## config.mk

```make
export PLATFORM = sky130hd
export DESIGN_NAME = mutual_suppression_pulse_gen
export DESIGN_NICKNAME = d
export VERILOG_FILES = /design/src/inc/supp_pkg.sv /design/src/logic/down_timer.sv /design/src/logic/mutual_suppression_pulse_gen.sv
export SDC_FILE = /design/constraint.sdc
export NUM_CORES = 1
export LEC_CHECK = 0
export ABC_AREA = 1
export BUFFER_PORTS_ARGS = -buffer_cell sky130_fd_sc_hd__buf_2
export CAP_MARGIN = 0
export CORE_ASPECT_RATIO = 0.9
export CORE_MARGIN = 1
export CORE_UTILIZATION = 35
export DETAILED_ROUTE_END_ITERATION = 12
export GPL_TIMING_DRIVEN = 0
export HOLD_SLACK_MARGIN = 0.03
export PLACE_DENSITY_LB_ADDON = 0.12
export SYNTH_ARGS = -nofsm -noshare
export SYNTH_HDL_FRONTEND = slang
export SYNTH_HIERARCHICAL = 1
export SYNTH_SLANG_ARGS = --single-unit
```

## constraint.sdc

```tcl
create_clock -name clk -period 6.5 [get_ports clk]
set_input_delay 0 -clock clk [delete_from_list [all_inputs] [get_ports clk]]
set_output_delay 0 -clock clk [all_outputs]
set_load 0.02 [all_outputs]
```

## src/inc/supp_pkg.sv

```systemverilog
/*
 * Shared constants and types for the transmit suppression block: message
 * durations, suppression ceiling, transmit scheduling period, state codes
 * and the transmit status bundle.
 * Assumes a single 100 MHz clock; all durations are derived from it here.
 */
package supp_pkg;

    // Clock rate, cycles per microsecond
    localparam int unsigned CLK_MHZ = 100;

    // Message and suppression durations in microseconds
    localparam int unsigned SHORT_MSG_US = 280;
    localparam int unsigned LONG_MSG_US = 420;
    localparam int unsigned MAX_SUPP_US = 430;
    // Mean spacing between transmissions, one per second
    localparam int unsigned SCHED_PERIOD_MS = 1000;

    // Cycle counts derived from the rate; exact multiples, so no rounding
    localparam int unsigned SHORT_MSG_CYC = SHORT_MSG_US * CLK_MHZ;
    localparam int unsigned LONG_MSG_CYC = LONG_MSG_US * CLK_MHZ;
    localparam int unsigned MAX_SUPP_CYC = MAX_SUPP_US * CLK_MHZ;
    localparam int unsigned SCHED_PERIOD_CYC = SCHED_PERIOD_MS * 1000 * CLK_MHZ;

    // Counter width, enough for the scheduling period
    localparam int unsigned CNT_W = 32;

    // Value of every counter after reset
    localparam logic [CNT_W-1:0] CNT_RESET = 32'h0000_0000;

    // Suppression line state
    typedef enum logic [1:0] {
        SUPP_IDLE = 2'b00,
        SUPP_ON = 2'b01,
        SUPP_CAPPED = 2'b10
    } supp_state_t;

    // Transmit status toward the modulator
    typedef struct packed {
        logic start;     // One-cycle pulse at the first cycle of a message
        logic active;    // Transmit key, high for the whole message
        logic long_fmt;  // Format of the message in progress
    } tx_status_t;

    localparam tx_status_t TX_STATUS_RESET = 3'h0;

endpackage

```

## src/logic/down_timer.sv

```systemverilog
/*
 * Loadable down-counter: loads a cycle count, then decrements to zero.
 * busy stays high for exactly the loaded number of cycles after the load.
 * Assumes load_val is nonzero when a full interval is wanted.
 */
`timescale 1ns/100ps

module down_timer #(
    parameter int unsigned W = 32
) (
    input wire logic clk,               // System clock
    input wire logic reset_n,           // Asynchronous reset, active low
    input wire logic load,              // Load load_val this cycle
    input wire logic [W-1:0] load_val,  // Interval in cycles
    output logic [W-1:0] count,         // Cycles still to run
    output logic busy                   // Count nonzero
);

    logic [W-1:0] count_q;
    logic [W-1:0] count_d;

    // Load wins over decrement; stops at zero
    always_comb begin
        count_d = count_q;
        if (load) begin
            count_d = load_val;
        end else if (count_q != '0) begin
            count_d = count_q - 1'b1;
        end
    end

    always_ff @(posedge clk or negedge reset_n) begin
        if (!reset_n) begin
            count_q <= '0;
        end else begin
            count_q <= count_d;
        end
    end

    assign count = count_q;
    assign busy = (count_q != '0);

endmodule

```

## src/logic/mutual_suppression_pulse_gen.sv

```systemverilog
/*
 * Transmit scheduler and suppression line driver for an airborne L-band
 * broadcast transmitter. Starts a short or long message once per period,
 * keys the transmitter for the message length, and drives the shared
 * suppression line while transmitting or while radiated power is high, for at most MAX_CYC cycles each time it is raised.
 * Assumes: pwr_above_thr comes from an RF detector synchronous to clk;
 * the shared line is driven outward only and never read back here.
 */
`timescale 1ns/100ps

module mutual_suppression_pulse_gen #(
    parameter logic [31:0] SHORT_CYC = 32'(supp_pkg::SHORT_MSG_CYC),
    parameter logic [31:0] LONG_CYC = 32'(supp_pkg::LONG_MSG_CYC),
    parameter logic [31:0] MAX_CYC = 32'(supp_pkg::MAX_SUPP_CYC),
    parameter logic [31:0] PERIOD_CYC = 32'(supp_pkg::SCHED_PERIOD_CYC)
) (
    input wire logic clk,                       // System clock, 100 MHz
    input wire logic reset_n,                   // Asynchronous reset, active low
    input wire logic sched_enable,              // Allow periodic transmissions
    input wire logic long_format,               // Next message is long format
    input wire logic pwr_above_thr,             // Radiated power at/above threshold
    output supp_pkg::tx_status_t tx_status,     // Transmit key and status
    output logic supp_out                       // Drive to shared suppression line
);

    localparam int unsigned W = supp_pkg::CNT_W;

    logic [W-1:0] sched_cnt;
    logic sched_busy;
    logic [W-1:0] tx_cnt;
    logic tx_busy;
    logic [W-1:0] cap_cnt;
    logic cap_load;
    logic start;
    logic supp_req;

    supp_pkg::tx_status_t tx_q;
    supp_pkg::tx_status_t tx_d;
    supp_pkg::supp_state_t state_q;
    supp_pkg::supp_state_t state_d;
    logic supp_q;
    logic supp_d;

    // Start a message when the period has run out; no input from the
    // shared line exists, so other systems can never delay it
    assign start = sched_enable && !sched_busy && !tx_busy;

    // Period timer, reloaded at each start; loaded one short because the
    // start cycle itself is part of the period, so starts are PERIOD_CYC apart.
    // PERIOD_CYC must be at least 2
    down_timer #(
        .W(W)
    ) u_sched_timer (
        .clk(clk),
        .reset_n(reset_n),
        .load(start),
        .load_val(PERIOD_CYC - 32'h0000_0001),
        .count(sched_cnt),
        .busy(sched_busy)
    );

    // Message length timer, length chosen by format at start
    down_timer #(
        .W(W)
    ) u_msg_timer (
        .clk(clk),
        .reset_n(reset_n),
        .load(start),
        .load_val(long_format ? LONG_CYC : SHORT_CYC),
        .count(tx_cnt),
        .busy(tx_busy)
    );

    // Transmit key: high from the start edge for exactly the loaded count
    always_comb begin
        tx_d = tx_q;
        tx_d.start = start;
        tx_d.active = start || (tx_cnt > 32'h0000_0001);
        if (start) begin
            tx_d.long_fmt = long_format;
        end
    end

    always_ff @(posedge clk or negedge reset_n) begin
        if (!reset_n) begin
            tx_q <= supp_pkg::TX_STATUS_RESET;
        end else begin
            tx_q <= tx_d;
        end
    end

    assign tx_status = tx_q;

    // Request includes start so the line rises with the transmit key;
    // power detector keeps it up over ramp tails outside the key
    assign supp_req = start || tx_busy || pwr_above_thr;

    // Ceiling timer armed each time the line is raised
    assign cap_load = (state_q == supp_pkg::SUPP_IDLE) && supp_req;

    down_timer #(
        .W(W)
    ) u_cap_timer (
        .clk(clk),
        .reset_n(reset_n),
        .load(cap_load),
        .load_val(MAX_CYC),
        .count(cap_cnt),
        .busy()
    );

    // Suppression state: capped state holds the line low until the
    // request drops, trading coverage of a stuck detector for bus safety
    always_comb begin
        state_d = state_q;
        case (state_q)
            supp_pkg::SUPP_IDLE: begin
                if (supp_req) begin
                    state_d = supp_pkg::SUPP_ON;
                end
            end
            supp_pkg::SUPP_ON: begin
                if (!supp_req) begin
                    state_d = supp_pkg::SUPP_IDLE;
                end else if (cap_cnt == 32'h0000_0001) begin
                    state_d = supp_pkg::SUPP_CAPPED;
                end
            end
            supp_pkg::SUPP_CAPPED: begin
                if (!supp_req) begin
                    state_d = supp_pkg::SUPP_IDLE;
                end
            end
            default: begin
                state_d = supp_pkg::SUPP_IDLE;
            end
        endcase
        supp_d = (state_d == supp_pkg::SUPP_ON);
    end

    always_ff @(posedge clk or negedge reset_n) begin
        if (!reset_n) begin
            state_q <= supp_pkg::SUPP_IDLE;
            supp_q <= 1'b0;
        end else begin
            state_q <= state_d;
            supp_q <= supp_d;
        end
    end

    assign supp_out = supp_q;

    // Helper counters watched only by the checks below
    logic [W-1:0] tx_len_q;
    logic [W-1:0] tx_len_d;
    logic [W-1:0] supp_len_q;
    logic [W-1:0] supp_len_d;
    logic [W-1:0] gap_q;
    logic [W-1:0] gap_d;
    logic seen_q;
    logic seen_d;

    // Run lengths of key and line, and spacing between starts
    always_comb begin
        tx_len_d = tx_d.active ? tx_len_q + 1'b1 : supp_pkg::CNT_RESET;
        supp_len_d = supp_d ? supp_len_q + 1'b1 : supp_pkg::CNT_RESET;
        gap_d = gap_q;
        if (start) begin
            // Start cycle counts as one, so gap equals the spacing at next start
            gap_d = 32'h0000_0001;
        end else if (gap_q != 32'hFFFF_FFFF) begin
            gap_d = gap_q + 1'b1;
        end
        seen_d = seen_q || start;
    end

    always_ff @(posedge clk or negedge reset_n) begin
        if (!reset_n) begin
            tx_len_q <= supp_pkg::CNT_RESET;
            supp_len_q <= supp_pkg::CNT_RESET;
            gap_q <= supp_pkg::CNT_RESET;
            seen_q <= 1'b0;
        end else begin
            tx_len_q <= tx_len_d;
            supp_len_q <= supp_len_d;
            gap_q <= gap_d;
            seen_q <= seen_d;
        end
    end
endmodule
```

# Word level (Yosys, flattened, before mapping)
# Cells that the tools add are included.
dict set report totals {
  elab_cells 43
  inputBits 5
  regBits 102
}
dict set report classes {
  n_reduce_logical 15
  n_lt_le_gt_ge 1
  addsub 3
  mux 12
  n_eq_ne 4
}
# op n
set op_table {}
lappend op_table {{$mux 32} 6}
lappend op_table {{$reduce_bool 32->1} 3}
lappend op_table {{$sub 32x1->32 const B} 3}
lappend op_table {{$eq 32x1->1 const B} 1}
lappend op_table {{$gt 32x1->1 const B} 1}
lappend op_table {{$mux 16} 1}
lappend op_table {{$mux 2} 4}
lappend op_table {{$pmux 2 s3} 1}
lappend op_table {{$reduce_bool 2->1} 3}
lappend op_table {{$eq 2x1->1 const B} 2}
lappend op_table {{$logic_and 1x1->1} 3}
lappend op_table {{$logic_or 1x1->1} 3}
lappend op_table {{$eq 2x2->1 const B} 1}
lappend op_table {{$logic_not 1->1} 2}
lappend op_table {{$logic_not 2->1} 1}

# Logic depth before layout (Yosys ltp)
# Gate-level depths: netlist of the first run.
dict set report logic_depth {
  ltp_word 9
  ltp_mapped 19
  ltp_nobuf 17
}

# Cells and area by module
# The synthesis of the first run kept the hierarchy.
# mod cells_per_inst area_each_um2 instances
set modules_own_cells {}
lappend modules_own_cells {down_timer 353 2309.7 3}
lappend modules_own_cells {mutual_suppression_pulse_gen 87 503.0 1}

# Worst setup path after synthesis of the first run
# No wires, ideal clock.
dict set report synth_path {
  path_type {register to register}
  from {register u_sched_timer.count_q[0] (netlist: u_sched_timer/count[0])}
  to {register u_cap_timer.count_q[12] (netlist: u_cap_timer/count[12])}
  stages_incl_launch_ff 19
  setup_time_ps 120
  n_path_buf 3
  synth_period_minus_slack_ps 2522
  arrival_time_ps 2402
  slack_ps 3978
  path_cell_list {dfrtp_1 > inv_1 > ha_1 > nand2_2 > nor2_8 > nand2_4 > nor2_8 > nand3_2 > inv_1 > nand2_1 > nand2_1 > inv_1 > nor3_1 > buf_2 > inv_1 > buf_2 > buf_2 > o21ai_0 > nor2_1}
}
dict set report synth_via {
  elab_chain_len 8
  word_cells_on_any_way 9
}
# element line_no
set synth_rtl {}
lappend synth_rtl {{start: declaration} down_timer.sv:19} ;# logic [W-1:0] count_q;
lappend synth_rtl {{start signal: assignment} down_timer.sv:36} ;# count_q <= count_d;
lappend synth_rtl {{$reduce_bool 32->1 *} down_timer.sv:41} ;# assign busy = (count_q != '0);
lappend synth_rtl {{net sched_busy} mutual_suppression_pulse_gen.sv:29} ;# logic sched_busy;
lappend synth_rtl {{$logic_not 1->1 *} mutual_suppression_pulse_gen.sv:46} ;# assign start = sched_enable && !sched_busy && !tx_busy;
lappend synth_rtl {{$logic_and 1x1->1 * (2 in series)} mutual_suppression_pulse_gen.sv:46}
lappend synth_rtl {{$logic_or 1x1->1 * (2 in series)} mutual_suppression_pulse_gen.sv:96} ;# assign supp_req = start || tx_busy || pwr_above_thr;
lappend synth_rtl {{$logic_and 1x1->1 *} mutual_suppression_pulse_gen.sv:99} ;# assign cap_load = (state_q == supp_pkg::SUPP_IDLE) && supp_req;
lappend synth_rtl {{net cap_load} mutual_suppression_pulse_gen.sv:33} ;# logic cap_load;
lappend synth_rtl {{$mux 32 or $reduce_bool 2->1 (tied branches)} -}
lappend synth_rtl {{end signal: assignment} down_timer.sv:36}
lappend synth_rtl {{end: declaration} down_timer.sv:19}
# Mark *: on every way through the listed nets, which the timed path passes. The rest lies on a longest branch.
# A chain may end at the register's enable or synchronous reset.

# Worst setup path after layout of the first run
dict set report layout_path {
  from {register u_msg_timer.count_q[1] (netlist: u_msg_timer/count[1])}
  to {register u_cap_timer.count_q[12] (netlist: u_cap_timer/count[12])}
}
dict set report layout_via {
  elab_chain_len 7
  word_cells_on_any_way 8
}
# element line_no
set layout_rtl {}
lappend layout_rtl {{start: declaration} down_timer.sv:19}
lappend layout_rtl {{start signal: assignment} down_timer.sv:36}
lappend layout_rtl {{$reduce_bool 32->1 *} down_timer.sv:41}
lappend layout_rtl {{net tx_busy} mutual_suppression_pulse_gen.sv:31} ;# logic tx_busy;
lappend layout_rtl {{$logic_not 1->1} mutual_suppression_pulse_gen.sv:46}
lappend layout_rtl {{$logic_and 1x1->1} mutual_suppression_pulse_gen.sv:46}
lappend layout_rtl {{$logic_or 1x1->1 * (2 in series)} mutual_suppression_pulse_gen.sv:96}
lappend layout_rtl {{$logic_and 1x1->1 *} mutual_suppression_pulse_gen.sv:99}
lappend layout_rtl {{net cap_load} mutual_suppression_pulse_gen.sv:33}
lappend layout_rtl {{$mux 32 or $reduce_bool 2->1 (tied branches)} -}
# Marks and branches as above.

==> summary.md, run 1 <==
Measured along the y axis, the die boundary spans 140 um. Wires add up to 19,400 um. The run gives 0.343 as the share of the yosys chip area belonging to registers.

The overall power of the completed layout came out at 1.66 mW. Critical path class: reg -> reg. The routed layout has 6,780 vias. The average detailed-routed wire length per instance is 12.5 um, and the net switching power of the design is 468 uW. In this run the post-CTS setup repair buffer count came out at 0. The cell count after synthesis came out at 1,146. Of all nets on the critical path, the largest fanout is 10. The top cell types in the final layout, fill and taps aside, are sky130_fd_sc_hd__nand2_1, sky130_fd_sc_hd__nor2_1, sky130_fd_sc_hd__inv_1. The maximum clock insertion buffer count was 2.

The number of buffers created by CTS was 9; the area of all placed cells without fillers was 8590 sq um. The later pin in the worst-skew pair is clocked with a latency of 360 ps. Across the VDD grid, the largest voltage drop is 0.000147 V. The tools report the initial core utilization as 0.357.

For the pin with the worst max-slew slack, the measured transition is 759 ps. The critical path startpoint category is a flip-flop. The run gives 414 as the DRC violation total after the first TritonRoute iteration.

The initialized floorplan defines 50 standard-cell rows. Setup TNS: 0 ps. The path class of the tightest hold or removal check is in -> reg. For the worst setup path, the data required time is 6740 ps. The die covers 21,800 sq um. The launch instance of the worst min-delay path was pwr_above_thr.

STA classifies the critical path endpoint as a flip-flop. The area of the placeable core is 20,800 sq um, and the number of H-tree levels is 3. The first global-routing pass estimated 32,700 um of wire. The number of pins exceeding their max-slew limit in the final report is 0, and the number of hold violations in the final report is 0. The run gives 0.412 as the utilization of the core after routing. The clock root buffer is sky130_fd_sc_hd__clkbuf_16. The internal portion of the total power is 1.20 mW. The switching power share of the total was 0.281; the number of max-cap violations was 0.

Detailed placement ended at an HPWL of 14,800 um. The logs give 0.494 for the tightest slew margin relative to the limit and 0 for the antenna diode instance count. The first detailed-routing pass took 5 iterations. The run gives 0.864 as the routability congestion estimate. At the worst endpoint, the arrival time is 3380 ps.

The tools report the relative contribution of combinational cells to total power as 0.146. The run finished with clean final reports. The netlist uses 33 different library cells.

Timing would allow up to 0.319 GHz. The number of I/O port buffers works out to 8. The leakage dissipation is 4.46 nW, and the post-synth design cell area is 7430 sq um.

The number of global-route vias before repair was 6,289; the minimum period implied by the final worst setup slack was 3140 ps. Area growth from synthesis to layout: 15.6%. The vias per cell is 4.38. The all-layer global routing usage was 0.192. The register bit total from synthesis is 102. In the final design database the tool counted 1,264 nets.

Power spread over the standard cell area amounts to 194 nW/um^2. Leaving out fill and tap cells, the most frequent cell in the layout is sky130_fd_sc_hd__nand2_1. Setup repair after global routing left no endpoint under its margin.

The count of warnings emitted by yosys is 6, and the clock-pin slew on the worst setup and hold paths is 70 ps. The layout cell share with drive strength beyond 1 was 0.116. The logs give 0 for the final routed DRC violation total and 55 for the maximum number of pins on one net before global-route repair. 9 I/O pins were placed. The portion of the clock cycle consumed by the worst path in the final layout is 0.482, and the horizontal die dimension is 156 um.

The startpoint of the lowest-slack register-to-register path was u_msg_timer/count[1]. The tools report the initial antenna violation count as 0. TritonCTS built the clock tree. In this run the remaining antenna-violating nets after routing total 0. The total overflow left after global routing is 0. The part of the power in the clock network is 0.409, and the final-report setup violation count is 0.

For the clock net sink count, the log shows 102. The launch point of the critical path was u_msg_timer/count[1]. A synthesized cell averages 6.49 sq um. The sequential power share was 0.444; the clock skew was 6.06 ps.

The placed instances occupy a cell area of 8190 sq um.
[critical path: stages, from the launching register on]
cell and delay, ps:
sky130_fd_sc_hd__dfrtp_1 410, sky130_fd_sc_hd__inv_1 100, sky130_fd_sc_hd__ha_1 300, sky130_fd_sc_hd__nand2_2 150, sky130_fd_sc_hd__nor2_8 200, sky130_fd_sc_hd__nand2_4 90, sky130_fd_sc_hd__nor2_8 120, sky130_fd_sc_hd__nand3_2 170
sky130_fd_sc_hd__nor2_1 140, sky130_fd_sc_hd__nand2_1 100, sky130_fd_sc_hd__inv_1 100, sky130_fd_sc_hd__nor3_1 50, sky130_fd_sc_hd__buf_2 190, sky130_fd_sc_hd__inv_1 100, sky130_fd_sc_hd__buf_2 240, sky130_fd_sc_hd__buf_2 300
sky130_fd_sc_hd__nand3_1 120, sky130_fd_sc_hd__o21ai_0 80, sky130_fd_sc_hd__nor2_1 50
[layout make-up]
class | count | area, sq um
Tap cell | 286 | 358
Inverter | 120 | 465
Clock buffer | 10 | 239
Sequential cell | 102 | 2550
Timing Repair Buffer | 12 | 100
Clock inverter | 6 | 133
Multi-Input combinational cell | 993 | 4660
Buffer | 18 | 78.8
Fill cell | 2230 | 12200
[state kept, by name, summed over array words and instances, names as in the netlist]
name and flops:
u_sched_timer/count 32, state_q 2, u_msg_timer/count 32, u_cap_timer/count 32
supp_out 1, tx_status 3
[stage by stage]
step | hold slack, ps | std cells | setup WS [ps]
2_1_floorplan | -296 | 1233 | 3980
4_1_cts | 122 | 1547 | 3290
3_5_place_dp | 131 | 1528 | 3320
6_report | 92.4 | 1547 | 3360
5_1_grt | 159 | 1547 | 2990
3_3_place_gp | 301 | 1527 | 3320
[cells in the mapped netlist]
cell type	count	area share
sky130_fd_sc_hd__clkinv_1	3	0.0015
sky130_fd_sc_hd__nand2_1	398	0.20
sky130_fd_sc_hd__and2_0	1	0.00084
sky130_fd_sc_hd__nand2_4	6	0.0091
sky130_fd_sc_hd__conb_1	2	0.0010
sky130_fd_sc_hd__xnor2_1	15	0.018
sky130_fd_sc_hd__a21oi_2	1	0.0012
sky130_fd_sc_hd__nor2_8	6	0.016
sky130_fd_sc_hd__nand3_2	4	0.0054
sky130_fd_sc_hd__nand4_4	3	0.0086
sky130_fd_sc_hd__o21ai_1	15	0.010
sky130_fd_sc_hd__nor2_1	217	0.11
sky130_fd_sc_hd__dfrtp_1	102	0.34
sky130_fd_sc_hd__nand4_1	14	0.012
sky130_fd_sc_hd__or2_2	18	0.015
sky130_fd_sc_hd__o21a_1	1	0.0010
sky130_fd_sc_hd__nor2_4	3	0.0045
sky130_fd_sc_hd__nor3_1	2	0.0013
sky130_fd_sc_hd__clkbuf_1	9	0.0045
sky130_fd_sc_hd__nand3_1	44	0.030
sky130_fd_sc_hd__o21ai_2	18	0.021
sky130_fd_sc_hd__xor2_1	21	0.025
sky130_fd_sc_hd__clkinv_4	3	0.0035
sky130_fd_sc_hd__inv_2	3	0.0015
sky130_fd_sc_hd__nand2_2	18	0.015
sky130_fd_sc_hd__o21ai_0	31	0.021
sky130_fd_sc_hd__a21oi_1	24	0.016
sky130_fd_sc_hd__nand3b_1	9	0.0091
sky130_fd_sc_hd__buf_2	9	0.0061
sky130_fd_sc_hd__nor4_1	3	0.0025
sky130_fd_sc_hd__inv_1	111	0.056
sky130_fd_sc_hd__ha_1	3	0.0051
sky130_fd_sc_hd__nor2_2	29	0.024
[path summary, 6_finish.rpt]
kind | end | slack (ps) | cells after the start
max | u_cap_timer/count[12] | 3360 | 18
min | state_q[0] | 90 | 5
max reg2reg | u_cap_timer/count[12] | 3360 | 18
min reg2reg | tx_status[0] | 490 | 1
max in group asynchronous | u_cap_timer/count[4] | 5510 | 3
min in group asynchronous | u_sched_timer/count[17] | 260 | 2
[power by group through the flow]
stage | registers (mW) | clock network [mW] | logic [mW]
final | 0.739 | 0.681 | 0.244
after global routing | 0.749 | 0.726 | 0.281
after CTS | 0.740 | 0.703 | 0.245
after detailed placement | 0.752 | 0 | 0.241
after global placement | 0.753 | 0 | 0.236
after floorplan | 0.735 | 0 | 0.189
[what timing repair did]
action                     CTS  global route
gates resized for setup      0             0
hold endpoints to repair    56             0
hold buffers                 3             0
setup endpoints to repair    0             0
[cells by family after synthesis]
logic type	Yosys count	share of synthesized area
simple gates	775	0.464
compound gates	90	0.0705
fa+ha+maj	3	0.00505
xor+xnor	36	0.0424
buf+inv	138	0.0732
other cells	2	0.00101
flops	102	0.343
[per-layer routing]
metal	vias to the layer above	global-route usage	routed length, um
met5	-	0	0
met3	16	0.0303	627
met4	0	0.0366	185
li1	3657	-	-
met1	3001	0.280	10200
met2	106	0.298	8420
(Power assumes the default switching activity.)
==> run 2, diff against run 1 <==
==> constraint.sdc (replaced) <==
create_clock -name clk -period 3.1 [get_ports clk]
set_input_delay 0 -clock clk [delete_from_list [all_inputs] [get_ports clk]]
set_output_delay 0 -clock clk [all_outputs]
set_load 0.02 [all_outputs]
==> run 2 against run 1 <==
Effect of this change:
- combinational power up 110%
- critical endpoint is now u_msg_timer/count[12]
- design area up 0.70%
- count of clock-buffer cells in the layout unchanged
- setup slack worse by 3100 ps
- utilization up 0.29 points
- final cell count up 0.13%
- via count down 0.56%
==> summary.md, run 2 (same netlist as run 1, synthesis figures left out) <==
The run finished with clean final reports. The number of max-cap violations came out at 0 (unchanged). The area of the die was 21,800 sq um (unchanged); the average detailed-routed wire length per instance was 12.6 um (about the same). Walking the worst path, the cells encountered are inv_2 -> ha_4 -> nand2_2 -> nor2_8 -> nand2_4 -> nor2_8 -> nand3_2 -> inv_1 -> nand2_1 -> nor2_2 -> clkbuf_4 -> inv_1 -> buf_2 -> buf_2 -> o21ai_0 -> nor2_1. The DRC violation total after the first TritonRoute iteration was 383 (-7.5%). The sequential cell area was 2550 sq um (unchanged); the number of I/O port buffers was 8 (unchanged).

The multi-input logic area was 4690 sq um (+0.54%). The number of placed instances, taps included is 1,528 (unchanged). Aggregate global routing overflow: 0 (unchanged). The power density normalized to cell area was 403 nW/um^2 (+110%). The worst-case reg-to-reg path depth came out at 16 (-2).

For the area of the placeable core, the log shows 20,800 sq um (unchanged). The slowest stage cell on the critical path was sky130_fd_sc_hd__dfrtp_1. The maximum number of pins on one net before global-route repair was 55 (unchanged). The type of the worst min-delay path is in -> reg. Clock skew: 6.62 ps (+0.563 ps).

The vias per cell came out at 4.35 (-0.69%). The number of cells on the critical path was 16 (-2); the critical path buffer and inverter count was 6 (unchanged). The top achievable clock speed was 0.353 GHz (+11%); the portion of the clock cycle consumed by the worst path in the final layout was 0.915 (+0.432). Global-route wire length before repair: 32,800 um (+0.23%).

The worst register-to-register path begins at u_sched_timer/count[1]. The tools report the arrival time at the worst endpoint as 3080 ps (-300 ps). The initial antenna violation count is 0 (unchanged).

The final routed DRC violation total was 0 (unchanged). The logs give 6,742 (-0.56%) for the count of vias placed by the detailed router and 3350 ps (-3390 ps) for the endpoint required time on the critical path. The worst setup path is of the reg -> reg kind. The run gives 2,231 (+0.045%) as the layout filler cell count. Compared with the post-synthesis result, the final layout area differs by 16.4%. The clock-pin slew on the worst setup and hold paths was 70 ps (about the same). The number of routed nets with antenna violations was 0 (unchanged); the initial core utilization was 0.357 (unchanged).

TritonCTS built the clock tree. Number of buffers created by CTS: 9 (unchanged). The library cell used most frequently in the layout, excluding fill and tap cells, is sky130_fd_sc_hd__nand2_1. The non-filler instance count after layout was 1,549 (+0.13%); the transition time at the pin with the least slew margin was 758 ps (-1.18 ps).

The critical path ends at u_msg_timer/count[12]. On the critical path the largest part of the delay comes from simple AND/OR/NAND/NOR gates. The first-pass iteration count of the detailed router came out at 5 (unchanged).

The run gives 6,300 (+0.17%) as the number of global-route vias before repair. For the leakage dissipation, the log shows 4.48 nW (+0.55%). For the sum of net half-perimeters after detailed placement, the log shows 14,800 um (unchanged). The tools report the post-place setup slack as -77.1 ps (-3400 ps). The run gives 260 ps (-3100 ps) as the register-to-register setup slack. The maximum clock insertion buffer count came out at 2 (unchanged). Height of the die: 140 um (unchanged).

Minimum period implied by the final worst setup slack: 2840 ps (-301 ps). Setup repair after global routing could not meet its margin everywhere. The layout cell share with drive strength beyond 1 was 0.124 (+0.00773); the final-report setup violation count was 0 (unchanged).

The worst ir drop on vdd is 0.000287 V (+96%), and the largest fanout on the critical path is 10 (unchanged). STA classifies the critical path endpoint as a flip-flop. The logs give 0 ps (unchanged) for the setup TNS and 265 ps (-3100 ps) for the worst path setup slack after routing.

In this run the critical register-to-register path is captured at u_msg_timer/count[12]. All-layer global routing usage: 0.192 (+0.000467). The number of nets at the end of the flow was 1,266 (+0.16%). STA classifies the critical path startpoint as a flip-flop. The logs give 0 (unchanged) for the antenna diode instance count and 102 (unchanged) for the clock net sink count. The number of hold violations in the final report was 0 (unchanged); the clock insertion delay at the later pin of the skew report was 360 ps (about the same). Worst stage delay on the critical path: 410 ps (about the same). In the layout the commonest cells are sky130_fd_sc_hd__nand2_1, sky130_fd_sc_hd__nor2_1, sky130_fd_sc_hd__inv_1.

Number of top-level design ports: 9 (unchanged). The tools report the number of H-tree levels as 3 (unchanged). The tools report the number of pins exceeding their max-slew limit in the final report as 0 (unchanged).

The tree is rooted in a sky130_fd_sc_hd__clkbuf_16. Floorplan row count: 50 (unchanged). Horizontal die dimension: 156 um (unchanged). The routed wire length is 19,400 um (+0.23%), and the tightest slew margin relative to the limit is 0.495 (+0.000783). The run gives 0.864 (unchanged) as the routability congestion estimate. The most critical setup path has its startpoint at u_sched_timer/count[1].
[run 2: worst min-delay path: cells and delay by family]
family	cells	cell delay [ps]
buffers and inverters	2	150
AND/OR/NAND/NOR	3	240
[run 2: report_power, final]
part / switching, mW / internal, mW / total (mW)
clock: 0.533 / 0.892 / 1.43
combinational: 0.322 / 0.190 / 0.512
sequential: 0.125 / 1.43 / 1.55
[run 2: worst min path at each step]
stage / slack (ps) / depth (start not counted) / endpoint / startpoint
after floorplan: -300 / 0 / state_q[0] / reset_n
after global placement: 300 / 3 / u_msg_timer/count[15] / long_format
after detailed placement: 130 / 1 / u_sched_timer/count[17] / reset_n
after CTS: 120 / 5 / state_q[0] / pwr_above_thr
after global routing: 160 / 5 / state_q[1] / pwr_above_thr
final: 90 / 5 / state_q[0] / pwr_above_thr
[run 2: metal layers]
layer | GRT usage | wire, um
met1 | 0.279 | 10200
met2 | 0.300 | 8510
met3 | 0.0303 | 523
met4 | 0.0366 | 153
met5 | 0 | 0
[run 2: through the flow]
stage          power [mW]  utilization  hold WS, ps  instance area (sq um)
3_5_place_dp         2.08        0.393          131                   8190
2_1_floorplan        1.94            -         -296                   7760
4_1_cts              3.54        0.413          122                   8600
3_3_place_gp         2.07        0.392          301                   8160
5_1_grt              3.68        0.415          159                   8650
6_report             3.49        0.415         93.7                   8650
[run 2: final cells by class]
cell class	instances	area share
timing repair buffer	14	0.0133
sequential	102	0.295
clock buffer	10	0.0276
tap	286	0.0414
buffer	18	0.0114
multi-input combinational	993	0.542
clock inverter	6	0.0153
inverter	120	0.0538
[run 2: timing repair]
item / 4_1_cts / 5_1_grt
setup buffers: 0 / 2
hold buffers: 3 / 0
hold endpoints to repair: 56 / 0
endpoints found under the setup margin: 21 / 64
resized for setup: 6 / 12
pin swaps: 0 / 1
==> run 3, diff against run 2 <==
--- a/config.mk
+++ b/config.mk
@@ -10,11 +10,12 @@
 export CAP_MARGIN = 0
 export CORE_ASPECT_RATIO = 0.9
 export CORE_MARGIN = 1
-export CORE_UTILIZATION = 35
+export CORE_UTILIZATION = 55
 export DETAILED_ROUTE_END_ITERATION = 12
 export GPL_TIMING_DRIVEN = 0
 export HOLD_SLACK_MARGIN = 0.03
 export PLACE_DENSITY_LB_ADDON = 0.12
+export RECOVER_POWER = 100
 export SYNTH_ARGS = -nofsm -noshare
 export SYNTH_HDL_FRONTEND = slang
 export SYNTH_HIERARCHICAL = 1
==> run 3 against run 2 <==
Effect of this change:
- largest power group unchanged
- critical path type unchanged
- sequential power barely moved
- die area fell by 36%
- the run now ends with capacitance limit, slew limit left
- sequential share of layout area rose by 0.77 points
- total power fell by 5.7%
==> summary.md, run 3 (same netlist as run 1, synthesis figures left out) <==
The run finished, with violations left. The final reports fail on capacitance limit, slew limit. The number of routed nets with antenna violations was 0 (unchanged).

The kind of cell adding the most delay to the critical path was simple AND/OR/NAND/NOR gates. The type of the worst min-delay path is in -> reg. DRC violation total after the first TritonRoute iteration: 489 (+28%). The tools report the relative contribution of combinational cells to total power as 0.156 (+0.009). The run gives 0.939 (+8.6%) as the routability congestion estimate. The worst setup path is captured at a flip-flop. The minimum period implied by the final worst setup slack was 2950 ps (+116 ps).

The run gives 0.372 (-0.037) as the part of the power in the clock network. The count of vias placed by the detailed router is 7,036 (+4.4%). The layout cell share with drive strength beyond 1 was 0.114 (-0.00959). The number of buffers created by CTS was 9 (unchanged); the transition time at the pin with the least slew margin was 2000 ps (+1250 ps). The tightest slew margin relative to the limit is -0.337 (-0.831), and the net switching power of the design is 945 uW (-3.6%).

The run gives 0 (unchanged) as the aggregate global routing overflow. The critical path's most frequent cell was sky130_fd_sc_hd__inv_1. The run gives 0.274 (+0.0819) as the all-layer global routing usage. The portion of the clock cycle consumed by the worst path in the final layout came out at 0.952 (+0.0376). The number of top-level design ports was 9 (unchanged); the largest fanout on the critical path was 10 (unchanged). The final-report setup violation count is 0 (unchanged). The launch instance of the worst min-delay path was pwr_above_thr. The number of hold violations in the final report came out at 0 (unchanged).

The height of the die is 112 um (-20%). The area of the die was 14,000 sq um (-36%). The top achievable clock speed came out at 0.339 GHz (-3.9%).

By startpoint and endpoint, the worst setup path is classified as reg -> reg. In the layout the commonest cells are sky130_fd_sc_hd__nand2_1, sky130_fd_sc_hd__nor2_1, sky130_fd_sc_hd__inv_1. The number of pins exceeding their max-slew limit in the final report is 34 (+34). The run gives 1 (+1) as the number of max-cap violations.

The initial antenna violation count is 0 (unchanged). The floorplan row count is 39 (-22%). The worst register-to-register path begins at u_sched_timer/count[1].

The maximum clock insertion buffer count is 2 (unchanged), and the number of nets at the end of the flow is 1,267 (+0.079%). The tools report the global-route wire length before repair as 30,700 um (-6.4%). The critical path buffer and inverter count is 7 (+1), and the maximum number of pins on one net before global-route repair is 70 (+27%).

The tools report the area of the placeable core as 12,900 sq um (-38%). The library cell used most frequently in the layout, excluding fill and tap cells, is sky130_fd_sc_hd__nand2_1. The worst ir drop on vdd was 0.000266 V (-7.2%); the leakage dissipation was 4.45 nW (-0.69%).

The arrival time at the worst endpoint is 3190 ps (+110 ps), and the number of global-route vias before repair is 6,396 (+1.5%). The worst stage delay on the critical path came out at 390 ps (-20 ps). The antenna diode instance count came out at 0 (unchanged). The slowest stage of the critical path belongs to the cell sky130_fd_sc_hd__dfrtp_1. The number of I/O port buffers is 8 (unchanged), and the internal power consumption is 2.34 mW (-6.5%). For the worst path setup slack after routing, the log shows 148 ps (-116 ps).

Clock tree synthesis selected as its root buffer the cell sky130_fd_sc_hd__clkbuf_16. The average detailed-routed wire length per instance came out at 12.7 um (+1.2%). The final routed DRC violation total was 0 (unchanged); the post-place setup slack was -31.5 ps (+45.6 ps). First-pass iteration count of the detailed router: 5 (unchanged). The sum of net half-perimeters after detailed placement came out at 13,800 um (-7.0%).

The tools report the overall power of the completed layout as 3.29 mW (-5.7%). Routed wire length: 18,100 um (-6.7%). The number of H-tree levels was 3 (unchanged). For the clock skew, the log shows 6.36 ps (-0.263 ps). Walking the worst path, the cells encountered are inv_1 -> ha_4 -> nand2_2 -> nor2_8 -> nand2_4 -> nor2_8 -> nand3_2 -> inv_1 -> nand2_1 -> nand2_1 -> inv_1 -> nor3_1 -> buf_4 -> inv_1 -> clkbuf_4 -> buf_4 -> o21ai_0 -> nor2_1. The switching power share of the total is 0.287 (+0.00638), and the horizontal die dimension is 125 um (-20%). Clock-pin slew on the worst setup and hold paths: 70 ps (about the same).

TritonCTS built the clock tree. From synthesis to final layout, the design area changed by 13.4%. For the clock net sink count, the log shows 102 (unchanged). The sequential power share is 0.472 (+0.027), and the power density normalized to cell area is 390 nW/um^2 (-3.2%). The most critical setup path has its startpoint at u_sched_timer/count[1]. The worst setup path is launched from a flip-flop. The clock insertion delay at the later pin of the skew report was 350 ps (about the same); the vias per cell was 4.93 (+13%). The endpoint required time on the critical path was 3340 ps (about the same). For the initial core utilization, the log shows 0.575 (+0.218).
-- run 3: timing repair --
item,in CTS,in global routing
buffers inserted,0,3
cloned,0,0
endpoints found under the setup margin,14,62
endpoints found under the hold margin,36,0
gates resized for setup,2,16
hold buffers,3,0
-- run 3: area by class of cell --
class / count / area [sq um]
inverter: 120 / 465
multi-input combinational: 993 / 4680
clock inverter: 4 / 70.1
buffer: 18 / 92.6
clock buffer: 12 / 246
timing repair buffer: 15 / 114
tap: 164 / 205
sequential: 102 / 2550
fill: 1186 / 4500
-- run 3: power by group through the flow --
| stage | Combinational (mW) | Sequential, mW | Clock, mW |
|---|---|---|---|
| floorplan | 0.396 | 1.54 | 0 |
| global placement | 0.485 | 1.57 | 0 |
| detailed placement | 0.500 | 1.58 | 0 |
| CTS | 0.507 | 1.55 | 1.25 |
| global route | 0.588 | 1.57 | 1.31 |
| finish | 0.514 | 1.55 | 1.22 |
-- run 3: routing by layer --
layer  share of wire  global-route usage  routed length [um]  up-vias
met1            0.48               0.391                8770     3168
met5               0                   0                   0        -
met4           0.013              0.0586                 230        0
li1                -                   -                   -     3672
met2            0.44               0.429                8040      177
met3           0.060              0.0577                1080       19
-- run 3: per-stage QoR --
stage                     hold WS, ps  utilization  TNS (ps)  area, sq um  cells
after floorplan                  -296            -         0         7760   1233
after global placement            282        0.619     -46.9         8000   1405
after detailed placement        -13.1        0.621      -163         8030   1406
after CTS                        96.6        0.648         0         8390   1425
after global routing              119        0.652      -369         8430   1428
final                            78.9        0.652         0         8430   1428
-- run 3: worst min-delay path, delay by kind of cell --
| kind | cells | cell delay, ps |
|---|---|---|
| AND/OR/NAND/NOR | 3 | 230 |
| buffers and inverters | 2 | 160 |
-- run 3: path summary, 6_finish.rpt --
kind / to / slack [ps] / cells after the start
hold / removal: state_q[0] / 80 / 5
max in group asynchronous: u_cap_timer/count[31] / 1180 / 2
setup / recovery: u_cap_timer/count[12] / 150 / 18
min in group asynchronous: u_sched_timer/count[1] / 770 / 2
hold reg to reg: tx_status[0] / 490 / 1
setup reg to reg: u_cap_timer/count[12] / 150 / 18
